[src/uart_loop_defs.svh]
`ifndef UART_LOOP_DEFS_SVH
`define UART_LOOP_DEFS_SVH

// ****************************************************************
// Register offsets
// ****************************************************************
`define OFS_CONTROL_ONE 8'h42
`define OFS_CONTROL_TWO 8'h43
`define OFS_STATUS      8'h44
`define OFS_DATA_HI     8'h46
`define OFS_DATA_LO     8'h47

// ****************************************************************
// Field positions and reset values
// ****************************************************************
`define C1_LOOP_BIT     7
`define C1_RECEIVER_SOURCE_SELECT_BIT     5
`define C1_NINE_BIT     4
`define C1_ILT_BIT      2
`define C1_PAR_ON_BIT   1
`define C1_PAR_ODD_BIT  0
`define C1_WR_MASK      8'hB7
`define C2_TIE_BIT      7
`define C2_TX_DONE_IRQ_EN_BIT     6
`define C2_RIE_BIT      5
`define C2_TE_BIT       3
`define C2_RE_BIT       2
`define C1_RESET        8'h00
`define C2_RESET        8'h00

// ****************************************************************
// Timing and frame lengths
// ****************************************************************
`define BIT_CYCLES      5'h10
`define HALF_BIT        5'h08
`define FRAME_BITS_8    4'hA
`define FRAME_BITS_9    4'hB
`define IDLE_BITS_8     4'hA
`define IDLE_BITS_9     4'hB

`endif

[src/uart_loop_pkg.sv]
package uart_loop_pkg;

   // Transmitter states
   typedef enum logic [0:0] {TX_IDLE, TX_SHIFT} tx_state_t;

   // Receiver states
   typedef enum logic [1:0] {RX_WAIT, RX_START, RX_DATA, RX_STOP} rx_state_t;

   // One received character
   typedef struct packed {
      logic [8:0] data;       // Data bits, bit 8 only in nine-bit mode
      logic       stop_ok;    // Stop bit seen high
   } rx_frame_t;

   // Even-parity sum of the data bits below the parity position
   function automatic logic low_parity(input logic [8:0] d, input logic nine);
      low_parity = nine ? ^d[7:0] : ^d[6:0];
   endfunction : low_parity

   // Even-parity sum of all used data bits
   function automatic logic all_parity(input logic [8:0] d, input logic nine);
      all_parity = nine ? ^d[8:0] : ^d[7:0];
   endfunction : all_parity

endpackage : uart_loop_pkg

[src/rx_deframer.sv]
`timescale 1ns/10ps
`include "uart_loop_defs.svh"

module rx_deframer (
   input  wire logic                    clk_i,      // Bus clock
   input  wire logic                    rst_n_i,    // Async reset, low
   input  wire logic                    line_i,     // Selected receive line
   input  wire logic                    rx_on_i,    // Receiver enable
   input  wire logic                    nine_i,     // Nine data bits
   input  wire logic                    idle_type_i,// Idle count after stop
   output uart_loop_pkg::rx_frame_t     frame_o,    // Last character
   output logic                         done_o,     // Character done pulse
   output logic                         idle_o      // Idle line pulse
);

   // ****************************************************************
   // Frame sampling
   // ****************************************************************
   uart_loop_pkg::rx_state_t st_reg, st_next;      // Receiver state
   logic [4:0]               cyc_reg, cyc_next;    // Cycles in bit
   logic [3:0]               bit_reg, bit_next;    // Data bits taken
   logic [8:0]               sh_reg, sh_next;      // Data shifter
   uart_loop_pkg::rx_frame_t fr_reg, fr_next;      // Held character
   logic                     done_reg, done_next;  // Done pulse

   // Next frame state
   always_comb begin
      st_next   = st_reg;
      cyc_next  = cyc_reg + 5'h01;
      bit_next  = bit_reg;
      sh_next   = sh_reg;
      fr_next   = fr_reg;
      done_next = 1'b0;
      unique case (st_reg)
         uart_loop_pkg::RX_WAIT: begin
            cyc_next = 5'h00;
            if (rx_on_i && !line_i) begin
               st_next = uart_loop_pkg::RX_START;   // Falling edge seen
            end
         end
         uart_loop_pkg::RX_START: begin
            if (cyc_reg == `HALF_BIT - 5'h01) begin
               cyc_next = 5'h00;
               bit_next = 4'h0;
               // Glitch shorter than half a bit is dropped
               st_next  = line_i ? uart_loop_pkg::RX_WAIT : uart_loop_pkg::RX_DATA;
            end
         end
         uart_loop_pkg::RX_DATA: begin
            if (cyc_reg == `BIT_CYCLES - 5'h01) begin
               cyc_next = 5'h00;
               // LSB first: shift in at the top
               sh_next  = nine_i ? {line_i, sh_reg[8:1]} : {1'b0, line_i, sh_reg[7:1]};
               bit_next = bit_reg + 4'h1;
               if (bit_reg == (nine_i ? 4'h8 : 4'h7)) begin
                  st_next = uart_loop_pkg::RX_STOP;
               end
            end
         end
         uart_loop_pkg::RX_STOP: begin
            if (cyc_reg == `BIT_CYCLES - 5'h01) begin
               fr_next.data    = sh_reg;
               fr_next.stop_ok = line_i;
               done_next       = 1'b1;
               st_next         = uart_loop_pkg::RX_WAIT;
            end
         end
      endcase
   end

   // Frame registers
   always_ff @(posedge clk_i or negedge rst_n_i) begin
      if (!rst_n_i) begin
         st_reg   <= uart_loop_pkg::RX_WAIT;
         cyc_reg  <= 5'h00;
         bit_reg  <= 4'h0;
         sh_reg   <= 9'h000;
         fr_reg   <= '0;
         done_reg <= 1'b0;
      end else begin
         st_reg   <= st_next;
         cyc_reg  <= cyc_next;
         bit_reg  <= bit_next;
         sh_reg   <= sh_next;
         fr_reg   <= fr_next;
         done_reg <= done_next;
      end
   end

   // ****************************************************************
   // Idle line counting
   // ****************************************************************
   logic [4:0] icyc_reg, icyc_next;    // Cycles of high in bit
   logic [3:0] ibit_reg, ibit_next;    // Whole high bit times
   logic       arm_reg, arm_next;      // Idle may still be reported
   logic       idle_reg, idle_next;    // Idle pulse

   // High time counts from the start bit, or only after the stop bit
   always_comb begin
      icyc_next = icyc_reg;
      ibit_next = ibit_reg;
      arm_next  = arm_reg;
      idle_next = 1'b0;
      if (!line_i || (idle_type_i && st_reg != uart_loop_pkg::RX_WAIT)) begin
         icyc_next = 5'h00;
         ibit_next = 4'h0;
         if (!line_i) begin
            arm_next = 1'b1;
         end
      end else if (icyc_reg == `BIT_CYCLES - 5'h01) begin
         icyc_next = 5'h00;
         if (ibit_reg != 4'hF) begin
            ibit_next = ibit_reg + 4'h1;
         end
      end else begin
         icyc_next = icyc_reg + 5'h01;
      end
      if (arm_reg && rx_on_i && ibit_reg >= (nine_i ? `IDLE_BITS_9 : `IDLE_BITS_8)) begin
         idle_next = 1'b1;
         arm_next  = 1'b0;
      end
   end

   // Idle registers
   always_ff @(posedge clk_i or negedge rst_n_i) begin
      if (!rst_n_i) begin
         icyc_reg <= 5'h00;
         ibit_reg <= 4'h0;
         arm_reg  <= 1'b0;
         idle_reg <= 1'b0;
      end else begin
         icyc_reg <= icyc_next;
         ibit_reg <= ibit_next;
         arm_reg  <= arm_next;
         idle_reg <= idle_next;
      end
   end

   assign frame_o = fr_reg;
   assign done_o  = done_reg;
   assign idle_o  = idle_reg;

   // Done is a single-cycle pulse
   property p_done_pulse;
      @(posedge clk_i) disable iff (!rst_n_i) done_reg |=> !done_reg;
   endproperty
   a_done_pulse: assert property (p_done_pulse) else $error("done held two cycles");

endmodule : rx_deframer

[src/uart_frame_loop_irq_control.sv]
`timescale 1ns/10ps
`include "uart_loop_defs.svh"

module uart_frame_loop_irq_control (
   input  wire logic        clk_i,        // Bus clock, 100 MHz
   input  wire logic        rst_n_i,      // Async reset, low
   input  wire logic [7:0]  addr_i,       // Register offset
   input  wire logic        wr_i,         // Write strobe
   input  wire logic        rd_i,         // Read strobe
   input  wire logic [7:0]  wr_data_i,    // Write data
   output logic      [7:0]  rd_data_o,    // Read data, one cycle later
   input  wire logic        rxd_i,        // Receive pin
   input  wire logic        txd_i,        // Transmit pin level in
   output logic             txd_o,        // Transmit pin drive
   output logic             txd_oe_o,     // Transmit pin enable, high drives
   output logic             irq_o         // Interrupt request level
);

   // ****************************************************************
   // Register port
   // ****************************************************************
   logic [7:0] c1_reg, c1_next;            // control_one
   logic [7:0] c2_reg, c2_next;            // control_two
   logic [8:0] txd_reg, txd_next;          // Transmit data buffer
   logic [7:0] rdo_reg, rdo_next;          // Read data holder
   logic       tx_buffer_empty_flag_reg, tx_buffer_empty_flag_next;        // tx_buffer_empty_flag
   logic       tc_reg, tc_next;            // tx_done_flag
   logic       rx_full_flag_reg, rx_full_flag_next;        // rx_full_flag
   logic       idle_reg, idle_next;        // Idle flag
   logic       fe_reg, fe_next;            // Framing error flag
   logic       pf_reg, pf_next;            // Parity error flag
   logic [8:0] rxb_reg, rxb_next;          // Receive data buffer

   // Control fields
   logic loop_select, receiver_source_select, nine_bit, idle_count_type;
   logic parity_on, parity_odd_select;
   logic tx_empty_irq_en, tx_done_irq_en, rx_full_irq_en, transmit_on, rx_on;
   assign loop_select            = c1_reg[`C1_LOOP_BIT];
   assign receiver_source_select = c1_reg[`C1_RECEIVER_SOURCE_SELECT_BIT];
   assign nine_bit               = c1_reg[`C1_NINE_BIT];
   assign idle_count_type        = c1_reg[`C1_ILT_BIT];
   assign parity_on              = c1_reg[`C1_PAR_ON_BIT];
   assign parity_odd_select      = c1_reg[`C1_PAR_ODD_BIT];
   assign tx_empty_irq_en        = c2_reg[`C2_TIE_BIT];
   assign tx_done_irq_en         = c2_reg[`C2_TX_DONE_IRQ_EN_BIT];
   assign rx_full_irq_en         = c2_reg[`C2_RIE_BIT];
   assign transmit_on            = c2_reg[`C2_TE_BIT];
   assign rx_on                  = c2_reg[`C2_RE_BIT];

   // Strobes decoded from the offset
   logic wr_data_lo, rd_data_lo;
   assign wr_data_lo = wr_i && addr_i == `OFS_DATA_LO;
   assign rd_data_lo = rd_i && addr_i == `OFS_DATA_LO;

   // Engine events
   logic                     tx_load;      // Buffer moved into shifter
   logic                     tx_end;       // Last bit finished
   logic                     rx_done;      // Character received
   logic                     rx_idle;      // Idle line seen
   uart_loop_pkg::rx_frame_t rx_frame;     // Received character

   // ****************************************************************
   // Register and flag update
   // ****************************************************************
   always_comb begin
      c1_next   = c1_reg;
      c2_next   = c2_reg;
      txd_next  = txd_reg;
      rdo_next  = rdo_reg;
      tx_buffer_empty_flag_next = tx_buffer_empty_flag_reg;
      tc_next   = tc_reg;
      rx_full_flag_next = rx_full_flag_reg;
      idle_next = idle_reg;
      fe_next   = fe_reg;
      pf_next   = pf_reg;
      rxb_next  = rxb_reg;
      // Writes, never blocked
      if (wr_i) begin
         unique case (addr_i)
            `OFS_CONTROL_ONE: c1_next = wr_data_i & `C1_WR_MASK;
            `OFS_CONTROL_TWO: c2_next = wr_data_i;
            `OFS_DATA_HI:     txd_next[8] = wr_data_i[0];
            `OFS_DATA_LO: begin
               txd_next[7:0] = wr_data_i;
               tx_buffer_empty_flag_next     = 1'b0;
               tc_next       = 1'b0;
            end
            default: ;                               // Unmapped: ignored
         endcase
      end
      // Reads; unmapped offsets read zero
      if (rd_i) begin
         unique case (addr_i)
            `OFS_CONTROL_ONE: rdo_next = c1_reg;
            `OFS_CONTROL_TWO: rdo_next = c2_reg;
            `OFS_STATUS:      rdo_next = {tx_buffer_empty_flag_reg, tc_reg, rx_full_flag_reg, idle_reg, 2'b00, fe_reg, pf_reg};
            `OFS_DATA_HI:     rdo_next = {7'h00, rxb_reg[8]};
            `OFS_DATA_LO:     rdo_next = rxb_reg[7:0];
            default:          rdo_next = 8'h00;
         endcase
      end
      // Reading received data empties the buffer and its errors
      if (rd_data_lo) begin
         rx_full_flag_next = 1'b0;
         idle_next = 1'b0;
         fe_next   = 1'b0;
         pf_next   = 1'b0;
      end
      // Hardware sets win over software clears
      if (tx_load) begin
         tx_buffer_empty_flag_next = 1'b1;
      end
      if (tx_end && (tx_buffer_empty_flag_reg || tx_load)) begin
         tc_next = 1'b1;
      end
      if (rx_done) begin
         rx_full_flag_next = 1'b1;
         rxb_next  = rx_frame.data;
         fe_next   = fe_next | !rx_frame.stop_ok;
         // Sum of ones including parity must match the type
         pf_next   = pf_next | (parity_on &&
                     (uart_loop_pkg::all_parity(rx_frame.data, nine_bit) != parity_odd_select));
      end
      if (rx_idle) begin
         idle_next = 1'b1;
      end
   end

   // Register file storage
   always_ff @(posedge clk_i or negedge rst_n_i) begin
      if (!rst_n_i) begin
         c1_reg   <= `C1_RESET;
         c2_reg   <= `C2_RESET;
         txd_reg  <= 9'h000;
         rdo_reg  <= 8'h00;
         tx_buffer_empty_flag_reg <= 1'b1;
         tc_reg   <= 1'b1;
         rx_full_flag_reg <= 1'b0;
         idle_reg <= 1'b0;
         fe_reg   <= 1'b0;
         pf_reg   <= 1'b0;
         rxb_reg  <= 9'h000;
      end else begin
         c1_reg   <= c1_next;
         c2_reg   <= c2_next;
         txd_reg  <= txd_next;
         rdo_reg  <= rdo_next;
         tx_buffer_empty_flag_reg <= tx_buffer_empty_flag_next;
         tc_reg   <= tc_next;
         rx_full_flag_reg <= rx_full_flag_next;
         idle_reg <= idle_next;
         fe_reg   <= fe_next;
         pf_reg   <= pf_next;
         rxb_reg  <= rxb_next;
      end
   end

   // ****************************************************************
   // Transmitter
   // ****************************************************************
   uart_loop_pkg::tx_state_t ts_reg, ts_next;      // Transmit state
   logic [10:0]              sh_reg, sh_next;      // Frame shifter
   logic [4:0]               cyc_reg, cyc_next;    // Cycles in bit
   logic [3:0]               left_reg, left_next;  // Bits still to send
   logic [8:0]               tx_word;              // Data with parity placed

   // Top data bit replaced by the parity bit when parity is on
   always_comb begin
      tx_word = txd_reg;
      if (parity_on) begin
         if (nine_bit) begin
            tx_word[8] = uart_loop_pkg::low_parity(txd_reg, 1'b1) ^ parity_odd_select;
         end else begin
            tx_word[7] = uart_loop_pkg::low_parity(txd_reg, 1'b0) ^ parity_odd_select;
         end
      end
   end

   assign tx_load = ts_reg == uart_loop_pkg::TX_IDLE && transmit_on && !tx_buffer_empty_flag_reg;
   assign tx_end  = ts_reg == uart_loop_pkg::TX_SHIFT && cyc_reg == `BIT_CYCLES - 5'h01
                    && left_reg == 4'h1;

   // Shifter next state; a frame in flight finishes after disable
   always_comb begin
      ts_next   = ts_reg;
      sh_next   = sh_reg;
      cyc_next  = cyc_reg;
      left_next = left_reg;
      unique case (ts_reg)
         uart_loop_pkg::TX_IDLE: begin
            if (tx_load) begin
               ts_next   = uart_loop_pkg::TX_SHIFT;
               cyc_next  = 5'h00;
               // Start, data LSB first, optional ninth, stop
               sh_next   = nine_bit ? {1'b1, tx_word, 1'b0} : {2'b11, tx_word[7:0], 1'b0};
               left_next = nine_bit ? `FRAME_BITS_9 : `FRAME_BITS_8;
            end
         end
         uart_loop_pkg::TX_SHIFT: begin
            cyc_next = cyc_reg + 5'h01;
            if (cyc_reg == `BIT_CYCLES - 5'h01) begin
               cyc_next  = 5'h00;
               sh_next   = {1'b1, sh_reg[10:1]};
               left_next = left_reg - 4'h1;
               if (left_reg == 4'h1) begin
                  ts_next = uart_loop_pkg::TX_IDLE;
               end
            end
         end
      endcase
   end

   // Shifter registers
   always_ff @(posedge clk_i or negedge rst_n_i) begin
      if (!rst_n_i) begin
         ts_reg   <= uart_loop_pkg::TX_IDLE;
         sh_reg   <= 11'h7FF;
         cyc_reg  <= 5'h00;
         left_reg <= 4'h0;
      end else begin
         ts_reg   <= ts_next;
         sh_reg   <= sh_next;
         cyc_reg  <= cyc_next;
         left_reg <= left_next;
      end
   end

   // ****************************************************************
   // Line routing
   // ****************************************************************
   logic tx_line;                          // Transmitter output level
   logic rx_line;                          // Receiver input level
   assign tx_line = ts_reg == uart_loop_pkg::TX_SHIFT ? sh_reg[0] : 1'b1;

   // Pin selection by loop and source select
   always_comb begin
      if (!loop_select) begin
         rx_line = rxd_i;
      end else if (!receiver_source_select) begin
         rx_line = tx_line;
      end else begin
         rx_line = txd_i;
      end
   end

   assign txd_o    = tx_line;
   assign txd_oe_o = transmit_on || ts_reg == uart_loop_pkg::TX_SHIFT;
   assign rd_data_o = rdo_reg;

   // One level from every enabled flag
   assign irq_o = (tx_empty_irq_en && tx_buffer_empty_flag_reg) ||
                  (tx_done_irq_en && tc_reg) ||
                  (rx_full_irq_en && rx_full_flag_reg);

   // ****************************************************************
   // Receiver
   // ****************************************************************
   rx_deframer u_rx (
      .clk_i       (clk_i),
      .rst_n_i     (rst_n_i),
      .line_i      (rx_line),
      .rx_on_i     (rx_on),
      .nine_i      (nine_bit),
      .idle_type_i (idle_count_type),
      .frame_o     (rx_frame),
      .done_o      (rx_done),
      .idle_o      (rx_idle)
   );

   // ****************************************************************
   // Checks
   // ****************************************************************
   property p_loop_route;
      @(posedge clk_i) disable iff (!rst_n_i)
         loop_select && !receiver_source_select |-> rx_line == txd_o;
   endproperty
   a_loop_route: assert property (p_loop_route) else $error("loop path not internal");

   property p_start_bit;
      @(posedge clk_i) disable iff (!rst_n_i) tx_load |=> !txd_o [*8];
   endproperty
   a_start_bit: assert property (p_start_bit) else $error("start bit not low");

   property p_load_seq;
      @(posedge clk_i) disable iff (!rst_n_i)
         wr_data_lo && transmit_on && ts_reg == uart_loop_pkg::TX_IDLE |=> !tx_buffer_empty_flag_reg ##1 tx_buffer_empty_flag_reg;
   endproperty
   a_load_seq: assert property (p_load_seq) else $error("buffer not moved to shifter");

   property p_tx_off;
      @(posedge clk_i) disable iff (!rst_n_i)
         !transmit_on && ts_reg == uart_loop_pkg::TX_IDLE |=> ts_reg == uart_loop_pkg::TX_IDLE;
   endproperty
   a_tx_off: assert property (p_tx_off) else $error("transmitter started while off");

   property p_empty_irq;
      @(posedge clk_i) disable iff (!rst_n_i) tx_empty_irq_en && tx_buffer_empty_flag_reg |-> irq_o;
   endproperty
   a_empty_irq: assert property (p_empty_irq) else $error("empty interrupt missing");

   property p_irq_masked;
      @(posedge clk_i) disable iff (!rst_n_i) !tx_empty_irq_en && !tx_done_irq_en && !rx_full_irq_en |-> !irq_o;
   endproperty
   a_irq_masked: assert property (p_irq_masked) else $error("interrupt while all disabled");

   property p_c2_write;
      @(posedge clk_i) disable iff (!rst_n_i)
         wr_i && addr_i == `OFS_CONTROL_TWO |=> c2_reg == $past(wr_data_i);
   endproperty
   a_c2_write: assert property (p_c2_write) else $error("control two write lost");

   property p_rx_full;
      @(posedge clk_i) disable iff (!rst_n_i) rx_done |=> rx_full_flag_reg && (rx_full_irq_en -> irq_o);
   endproperty
   a_rx_full: assert property (p_rx_full) else $error("receive full not raised");

   property p_tc_end;
      @(posedge clk_i) disable iff (!rst_n_i) tx_end && tx_buffer_empty_flag_reg |=> tc_reg;
   endproperty
   a_tc_end: assert property (p_tc_end) else $error("transmit done not set");

endmodule : uart_frame_loop_irq_control

[config.mk]
export PLATFORM = sky130hd
export DESIGN_NAME = uart_frame_loop_irq_control
export DESIGN_NICKNAME = d
export VERILOG_FILES = /design/src/uart_loop_pkg.sv /design/src/rx_deframer.sv /design/src/uart_frame_loop_irq_control.sv
export VERILOG_INCLUDE_DIRS = /design/src
export SDC_FILE = /design/constraint.sdc
export NUM_CORES = 1
export LEC_CHECK = 0
export ABC_AREA = 1
export BUFFER_PORTS_ARGS = -buffer_cell sky130_fd_sc_hd__buf_2
export CAP_MARGIN = 30
export CORE_UTILIZATION = 46
export CTS_CLUSTER_DIAMETER = 100
export DETAILED_ROUTE_END_ITERATION = 10
export PLACE_DENSITY = 0.63
export SETUP_SLACK_MARGIN = 0.3
export SYNTH_ARGS = -nofsm -noshare
export SYNTH_HDL_FRONTEND = slang
export SYNTH_HIERARCHICAL = 1
export SYNTH_SLANG_ARGS = --single-unit
[constraint.sdc]
create_clock -name clk_i -period 3.7 [get_ports clk_i]
set_input_delay 0.185 -clock clk_i [delete_from_list [all_inputs] [get_ports clk_i]]
set_output_delay 0.185 -clock clk_i [all_outputs]
set_load 0.01 [all_outputs]
==> impl_metrics.toml, run 1 <==
[global_route]
grtUsageMet1_pct = 26.5
grt_pass1_wl_um = 18400
grt_busiest_layer = "met2"
use_met2_pct = 32.6
grt_pass1_vias = 3782
gr-usage-met3_pct = 5.82
grt_usage_pct = 20.1
overflow = 0
grt_start_max_net_pins = 71
antenna_found_initial = 0

[setup_path]
cp.arrival_ps = 2200
crit_type = "reg -> reg"
worst-path-max-fanout = 20
reg2reg_slack_ps = 1740
cp-start-kind = "flip-flop"
endpoint_kind = "flip-flop"
crit_required_ps = 3940

[yosys]
yosysTopAreaCell = "dfrtp_1"
synthSimpleGateAreaFrac_pct = 24.4
ys_types = 39
syn_inst = 636
synth_compound_area_share_pct = 12.3
ys_async_sr_fraction_pct = 100
synthFlopType = "dfrtp_1"
synth.area.mux_share_pct = 0
synth-xor-area-share_pct = 2.61
synth_fa_ha_area_share_pct = 2.56
yosys-top-cells-count = "nand2_1 (187), dfrtp_1 (96), inv_1 (74)"
netlist_area_sq_um = 5380
synth-seq-cells = 108
yosys.cell_count.top_type = "nand2_1"
syn_nets = 669
synth_edf_count = 0
synth_top_family_by_area = "simple AND/OR/NAND/NOR gates"
yosys_warnings = 6
netlist.area_leader.share_pct = 44.7
synth_area_leaders = "dfrtp_1 (45%), nand2_1 (13%), dfstp_2 (5.9%)"
yosysSeqAreaShare_pct = 50.5
postSynthAreaPerCell_sq_um = 8.45

[route]
routed_wl_um = 11000
via_per_inst = 4.95
dr.pass1.iters = 4
dr_total_vias = 4036
dr.first_iter.drc_count = 211
wl_per_cell_um = 13.4
ant_nets = 0
drc = 0

[cts]
cts-root-buf = "clkbuf_16"
path_clk_slew_ps = 70
cts_buffers = 9
worstSkewPairLatency_ps = 350
cts_hold_buf = 1
tritoncts = "built"
cts.sinks = 108
post_cts_resized = 0
clk_path_buf_depth = 2
postCtsSetupBuffers = 0
h-tree-depth = 3

[place]
dp_cells = 799
postPlaceCellArea_sq_um = 5620
port-buffer-count = 32
dpl.hpwl_um = 8090
routabilityCongestion = 0.864

[pwr]
p_comb_share_pct = 13.2
clkPwrFrac_pct = 33.9
seqPwrFrac_pct = 53.0
p_per_area_nw_per_um2 = 436
swShare_pct = 27.9
leakagePower_uw = 0.00289
ir_drop_v = 0.000465
switching_power_uw = 717
p_int_uw = 1850

[timing]
maxSlewViolCount = 0
period_share_pct = 53.0
hold_viol_final = 0
tightest_slew_ps = 855
fmax_ghz = 0.510
finClkSkew_ps = 6.89
setup_viol = 0
fin_tns_setup_ps = 0
maxSlewHeadroom_pct = 43.0
grt_setup_unrepaired = "no"
period_needed_ps = 1960
hold_ws_ps = 144

[layout]
drive_gt1_share_pct = 15.6
fin_nets = 701
synthToLayoutAreaGrowth_pct = 9.54
finalInstanceArea_sq_um = 5890
instances_no_fill = 816
diodes = 0

[run_status]
status = "finished clean"

[die]
dieArea_sq_um = 12100
io_pins = 33
core_area_sq_um = 11400
die_h_um = 110
die_w_um = 110
start_util_pct = 47.1
rows = 39

[flow_run]
drv_cap = 0

[hold_path]
min_path_type = "in -> reg"
## critical path, stage by stage, from the launching register on
cell,delay [ps]
dfrtp_1,550
nor3_2,280
inv_1,140
nand2_1,470
nand4_2,160
a21oi_1,170
o21ai_1,70
## layout by cell type (no fill, tap or decap), types with 2 or more instances in the layout
master,instances
a21oi_1,12
nor3_2,2
nand3_1,37
nor3_1,2
dfrtp_1,96
a31oi_1,10
dfstp_2,12
xnor2_1,8
nand2_1,187
clkinv_2,2
nand4_1,6
buf_4,3
nand2_2,5
o211ai_1,2
nor2_2,2
nand2_4,2
nor2_1,49
ha_1,11
inv_2,6
buf_2,31
o21ai_0,38
xor2_1,8
nand3b_1,4
o22ai_1,3
o21ai_2,24
inv_1,74
clkbuf_16,9
o21ai_1,9
clkbuf_1,4
nor2_4,3
## worst paths after layout
kind                                       start                to  cells past startpoint
worst max-delay path                      ts_reg       left_reg[3]                      6
worst min-delay path                wr_data_i[6]         c2_reg[6]                      3
worst max register to register            ts_reg       left_reg[3]                      6
worst min register to register  u_rx/icyc_reg[0]  u_rx/icyc_reg[0]                      1
max in group asynchronous                rst_n_i  u_rx/ibit_reg[1]                      3
min in group asynchronous                rst_n_i      rd_data_o[3]                      2
## area by class of cell
cell class                      count  area [sq um]
Timing Repair Buffer               35           188
Clock buffer                       13           240
Inverter                           80           300
Sequential cell                   108          2720
Tap cell                          143           179
Fill cell                        1093          5530
Multi-Input combinational cell    434          2250
Clock inverter                      3          17.5
## power groups by stage
stage / Combinational (uW) / Sequential [uW] / Clock (uW)
global placement: 326 / 1380 / 0
global route: 396 / 1370 / 940
detailed placement: 340 / 1380 / 0
floorplan: 289 / 1330 / 0
finish: 338 / 1360 / 870
CTS: 342 / 1360 / 895
## cell families after synthesis
| family | Yosys count |
|---|---|
| simple gates | 303 |
| flops | 108 |
| compound gates | 104 |
| buf+inv | 94 |
| xor+xnor | 16 |
| fa+ha+maj | 11 |
## routing by layer
metal / up-vias / part of all wire (%)
li1: 2094 / -
met1: 1871 / 48
met2: 61 / 47
met3: 10 / 3.9
met4: 0 / 1.0
met5: - / 0
## through the flow
stage	total power, uW	setup slack (ps)	util (%)
final	2570	1740	51.6
after floorplan	1620	2090	-
after global routing	2710	1440	51.6
after CTS	2600	1730	51.6
after global placement	1700	1780	49.2
after detailed placement	1720	1740	49.2
No activity file was read; power rests on OpenSTA's default activity.
==> run 2, diff against run 1 <==
Settings changed: ABC_AREA 1 to 0, PLACE_DENSITY 0.63 to 0.66.
Clock period 3.7 ns to 1.68 ns, I/O delays scaled along.
==> impl_metrics.toml, run 2 <==
[run_status]
status = "complete, but fails checks"
violations = "setup timing"

[cts]
clk_path_buf_depth = 2
tritoncts = "built"
path_clk_slew_ps = 70
cts.sinks = 108
h-tree-depth = 3
cts-root-buf = "clkbuf_16"
worstSkewPairLatency_ps = 350
cts_buffers = 9

[setup_path]
endpoint_kind = "flip-flop"
reg2reg_slack_ps = -20
max_stage_delay_ps = 410
rr_worst_depth = 8
crit_type = "reg -> reg"
cp.arrival_ps = 1930
worst-path-max-fanout = 6
critPathTopFamily = "flip-flops"
slowest_stage = "dfrtp_1"
rr_startpoint = "u_rx/cyc_reg[0]"
crit_required_ps = 1920
cp-start-kind = "flip-flop"
cp.buffers_inverters = 3
path_cells = "ha_4 > nand3_4 > inv_4 > ha_4 > buf_4 > buf_12 > nand3_4 > mux2_4"
r2r-end = "u_rx/frame_o[6]"

[timing]
maxSlewHeadroom_pct = 65.5
finClkSkew_ps = 6.18
fmax_ghz = 0.590
period_share_pct = 101
maxSlewViolCount = 0
tightest_slew_ps = 517
setup_viol = 7
period_needed_ps = 1700
hold_viol_final = 0
finalWorstSetupSlack_ps = -15.8
grt_setup_unrepaired = "yes"

[global_route]
grt_start_max_net_pins = 68
grt_pass1_vias = 3685
antenna_found_initial = 0
grt_usage_pct = 21.6
grt_pass1_wl_um = 19000
overflow = 0

[yosys]
netlist_area_sq_um = 5190
netlist.area_leader.share_pct = 46.3
synth_area_leaders = "dfrtp_1 (46%), mux2_2 (7.8%), dfstp_2 (6.1%)"
synth_edf_count = 0
yosysSeqAreaShare_pct = 52.4
ys_async_sr_fraction_pct = 100
yosys.cell_count.top_type = "dfrtp_1"
yosys_warnings = 6
ys_types = 67
syn_inst = 446
yosys-top-cells-count = "dfrtp_1 (96), mux2_2 (36), nand2_1 (30)"
synthFlopType = "dfrtp_1"
syn_nets = 479
yosysTopAreaCell = "dfrtp_1"
synth-seq-cells = 108
postSynthAreaPerCell_sq_um = 11.6

[place]
postPlaceCellArea_sq_um = 5790
routabilityCongestion = 0.814
dpl.hpwl_um = 7830
dp_cells = 622
port-buffer-count = 32

[hold_path]
holdPathEnd = "c2_reg[2]"
hold_depth = 2
min_from = "wr_data_i[2]"
min_path_type = "in -> reg"

[route]
wl_met3_um = 217
dr_total_vias = 3702
wl_per_cell_um = 17.7
dr.pass1.iters = 4
met1_length_um = 5710
top_layer_used = "met4"
ant_nets = 0
drc = 0
via_per_inst = 5.41
routed_wl_um = 12100
dr.first_iter.drc_count = 185
dr_wl_met2_um = 5930

[die]
io_pins = 33
dieArea_sq_um = 11700
start_util_pct = 47.4
rows = 38
die_h_um = 108
core_area_sq_um = 10900
die_w_um = 108

[layout]
mostFrequentLayoutCell = "dfrtp_1"
synthToLayoutAreaGrowth_pct = 34.6
finalInstanceArea_sq_um = 6980
fin_nets = 572
layout_common_cells = "dfrtp_1 (95), buf_4 (38), buf_2 (29), mux2_4 (26), mux2_2 (25)"
fill_cells = 810
diodes = 0
drive_gt1_share_pct = 48.0
instances_no_fill = 684

[pwr]
leakagePower_uw = 0.00326
p_per_area_nw_per_um2 = 1020
ir_drop_v = 0.000792

[flow_run]
drv_cap = 0
[run 2: layout make-up]
type	instances	area, sq um	area share, %
clock buffers	11	243	3.48
repair buffers	98	836	12.0
clock inverters	5	85.1	1.22
well taps	140	175	2.51
flip-flops and latches	108	2720	38.9
inverters	23	88.8	1.27
multi-input cells	299	2840	40.6
[run 2: stage by stage]
stage                     TNS (ps)  power (uW)  setup slack, ps  utilization (%)  hold slack [ps]
final                        -71.9        7140            -15.8             63.9             6.08
after global routing          -870        7460            -67.8             63.9             3.14
after CTS                        0        6910             27.9             60.6             4.49
after detailed placement      -578        4230            -79.1             53.0             89.5
after global placement       -14.7        4190            -14.7             53.0             87.6
after floorplan                  0        3850              139                -             -212
[run 2: kinds of logic (layout without fill, tap and decap cells)]
group / Yosys count / in the layout / synth area share (%)
multiplexers: 66 / 66 / 14.2
buffers and inverters: 40 / 137 / 3.55
AO/OA/AOI/OAI: 78 / 78 / 9.99
flip-flops: 108 / 108 / 52.4
XOR/XNOR: 24 / 24 / 4.58
AND/OR/NAND/NOR: 119 / 120 / 12.6
adder cells (fa/ha/maj): 11 / 11 / 2.65
[run 2: power by group]
part / total, uW / switching (uW) / internal, uW
clock network: 2300 / 946 / 1350
registers: 3060 / 213 / 2850
logic: 1770 / 889 / 884
[run 2: worst max-delay path by stage]
stage                           end  cells past startpoint  slack [ps]             from
detailed placement  u_rx/frame_o[1]                      6         -80  u_rx/cyc_reg[0]
CTS                  u_rx/sh_reg[3]                      7          30  u_rx/cyc_reg[1]
finish              u_rx/frame_o[6]                      8         -20  u_rx/cyc_reg[0]
global placement    u_rx/frame_o[1]                      6         -10  u_rx/cyc_reg[0]
global route         u_rx/sh_reg[3]                      7         -70  u_rx/cyc_reg[0]
floorplan            u_rx/sh_reg[1]                      7         140  u_rx/cyc_reg[0]
[run 2: repair_timing]
item | CTS | global route
pin swaps | 20 | 26
gates cloned | 3 | 0
hold buffers | 2 | 1
setup endpoints to repair | 63 | 66
buffers inserted | 33 | 7
endpoints found under the hold margin | 106 | 2
gates resized for setup | 48 | 72
[run 2: layer usage]
layer,GRT usage (%),up-vias
met4,8.81,0
met5,0,-
li1,-,1790
met1,29.1,1858
met2,34.6,36
met3,3.92,18
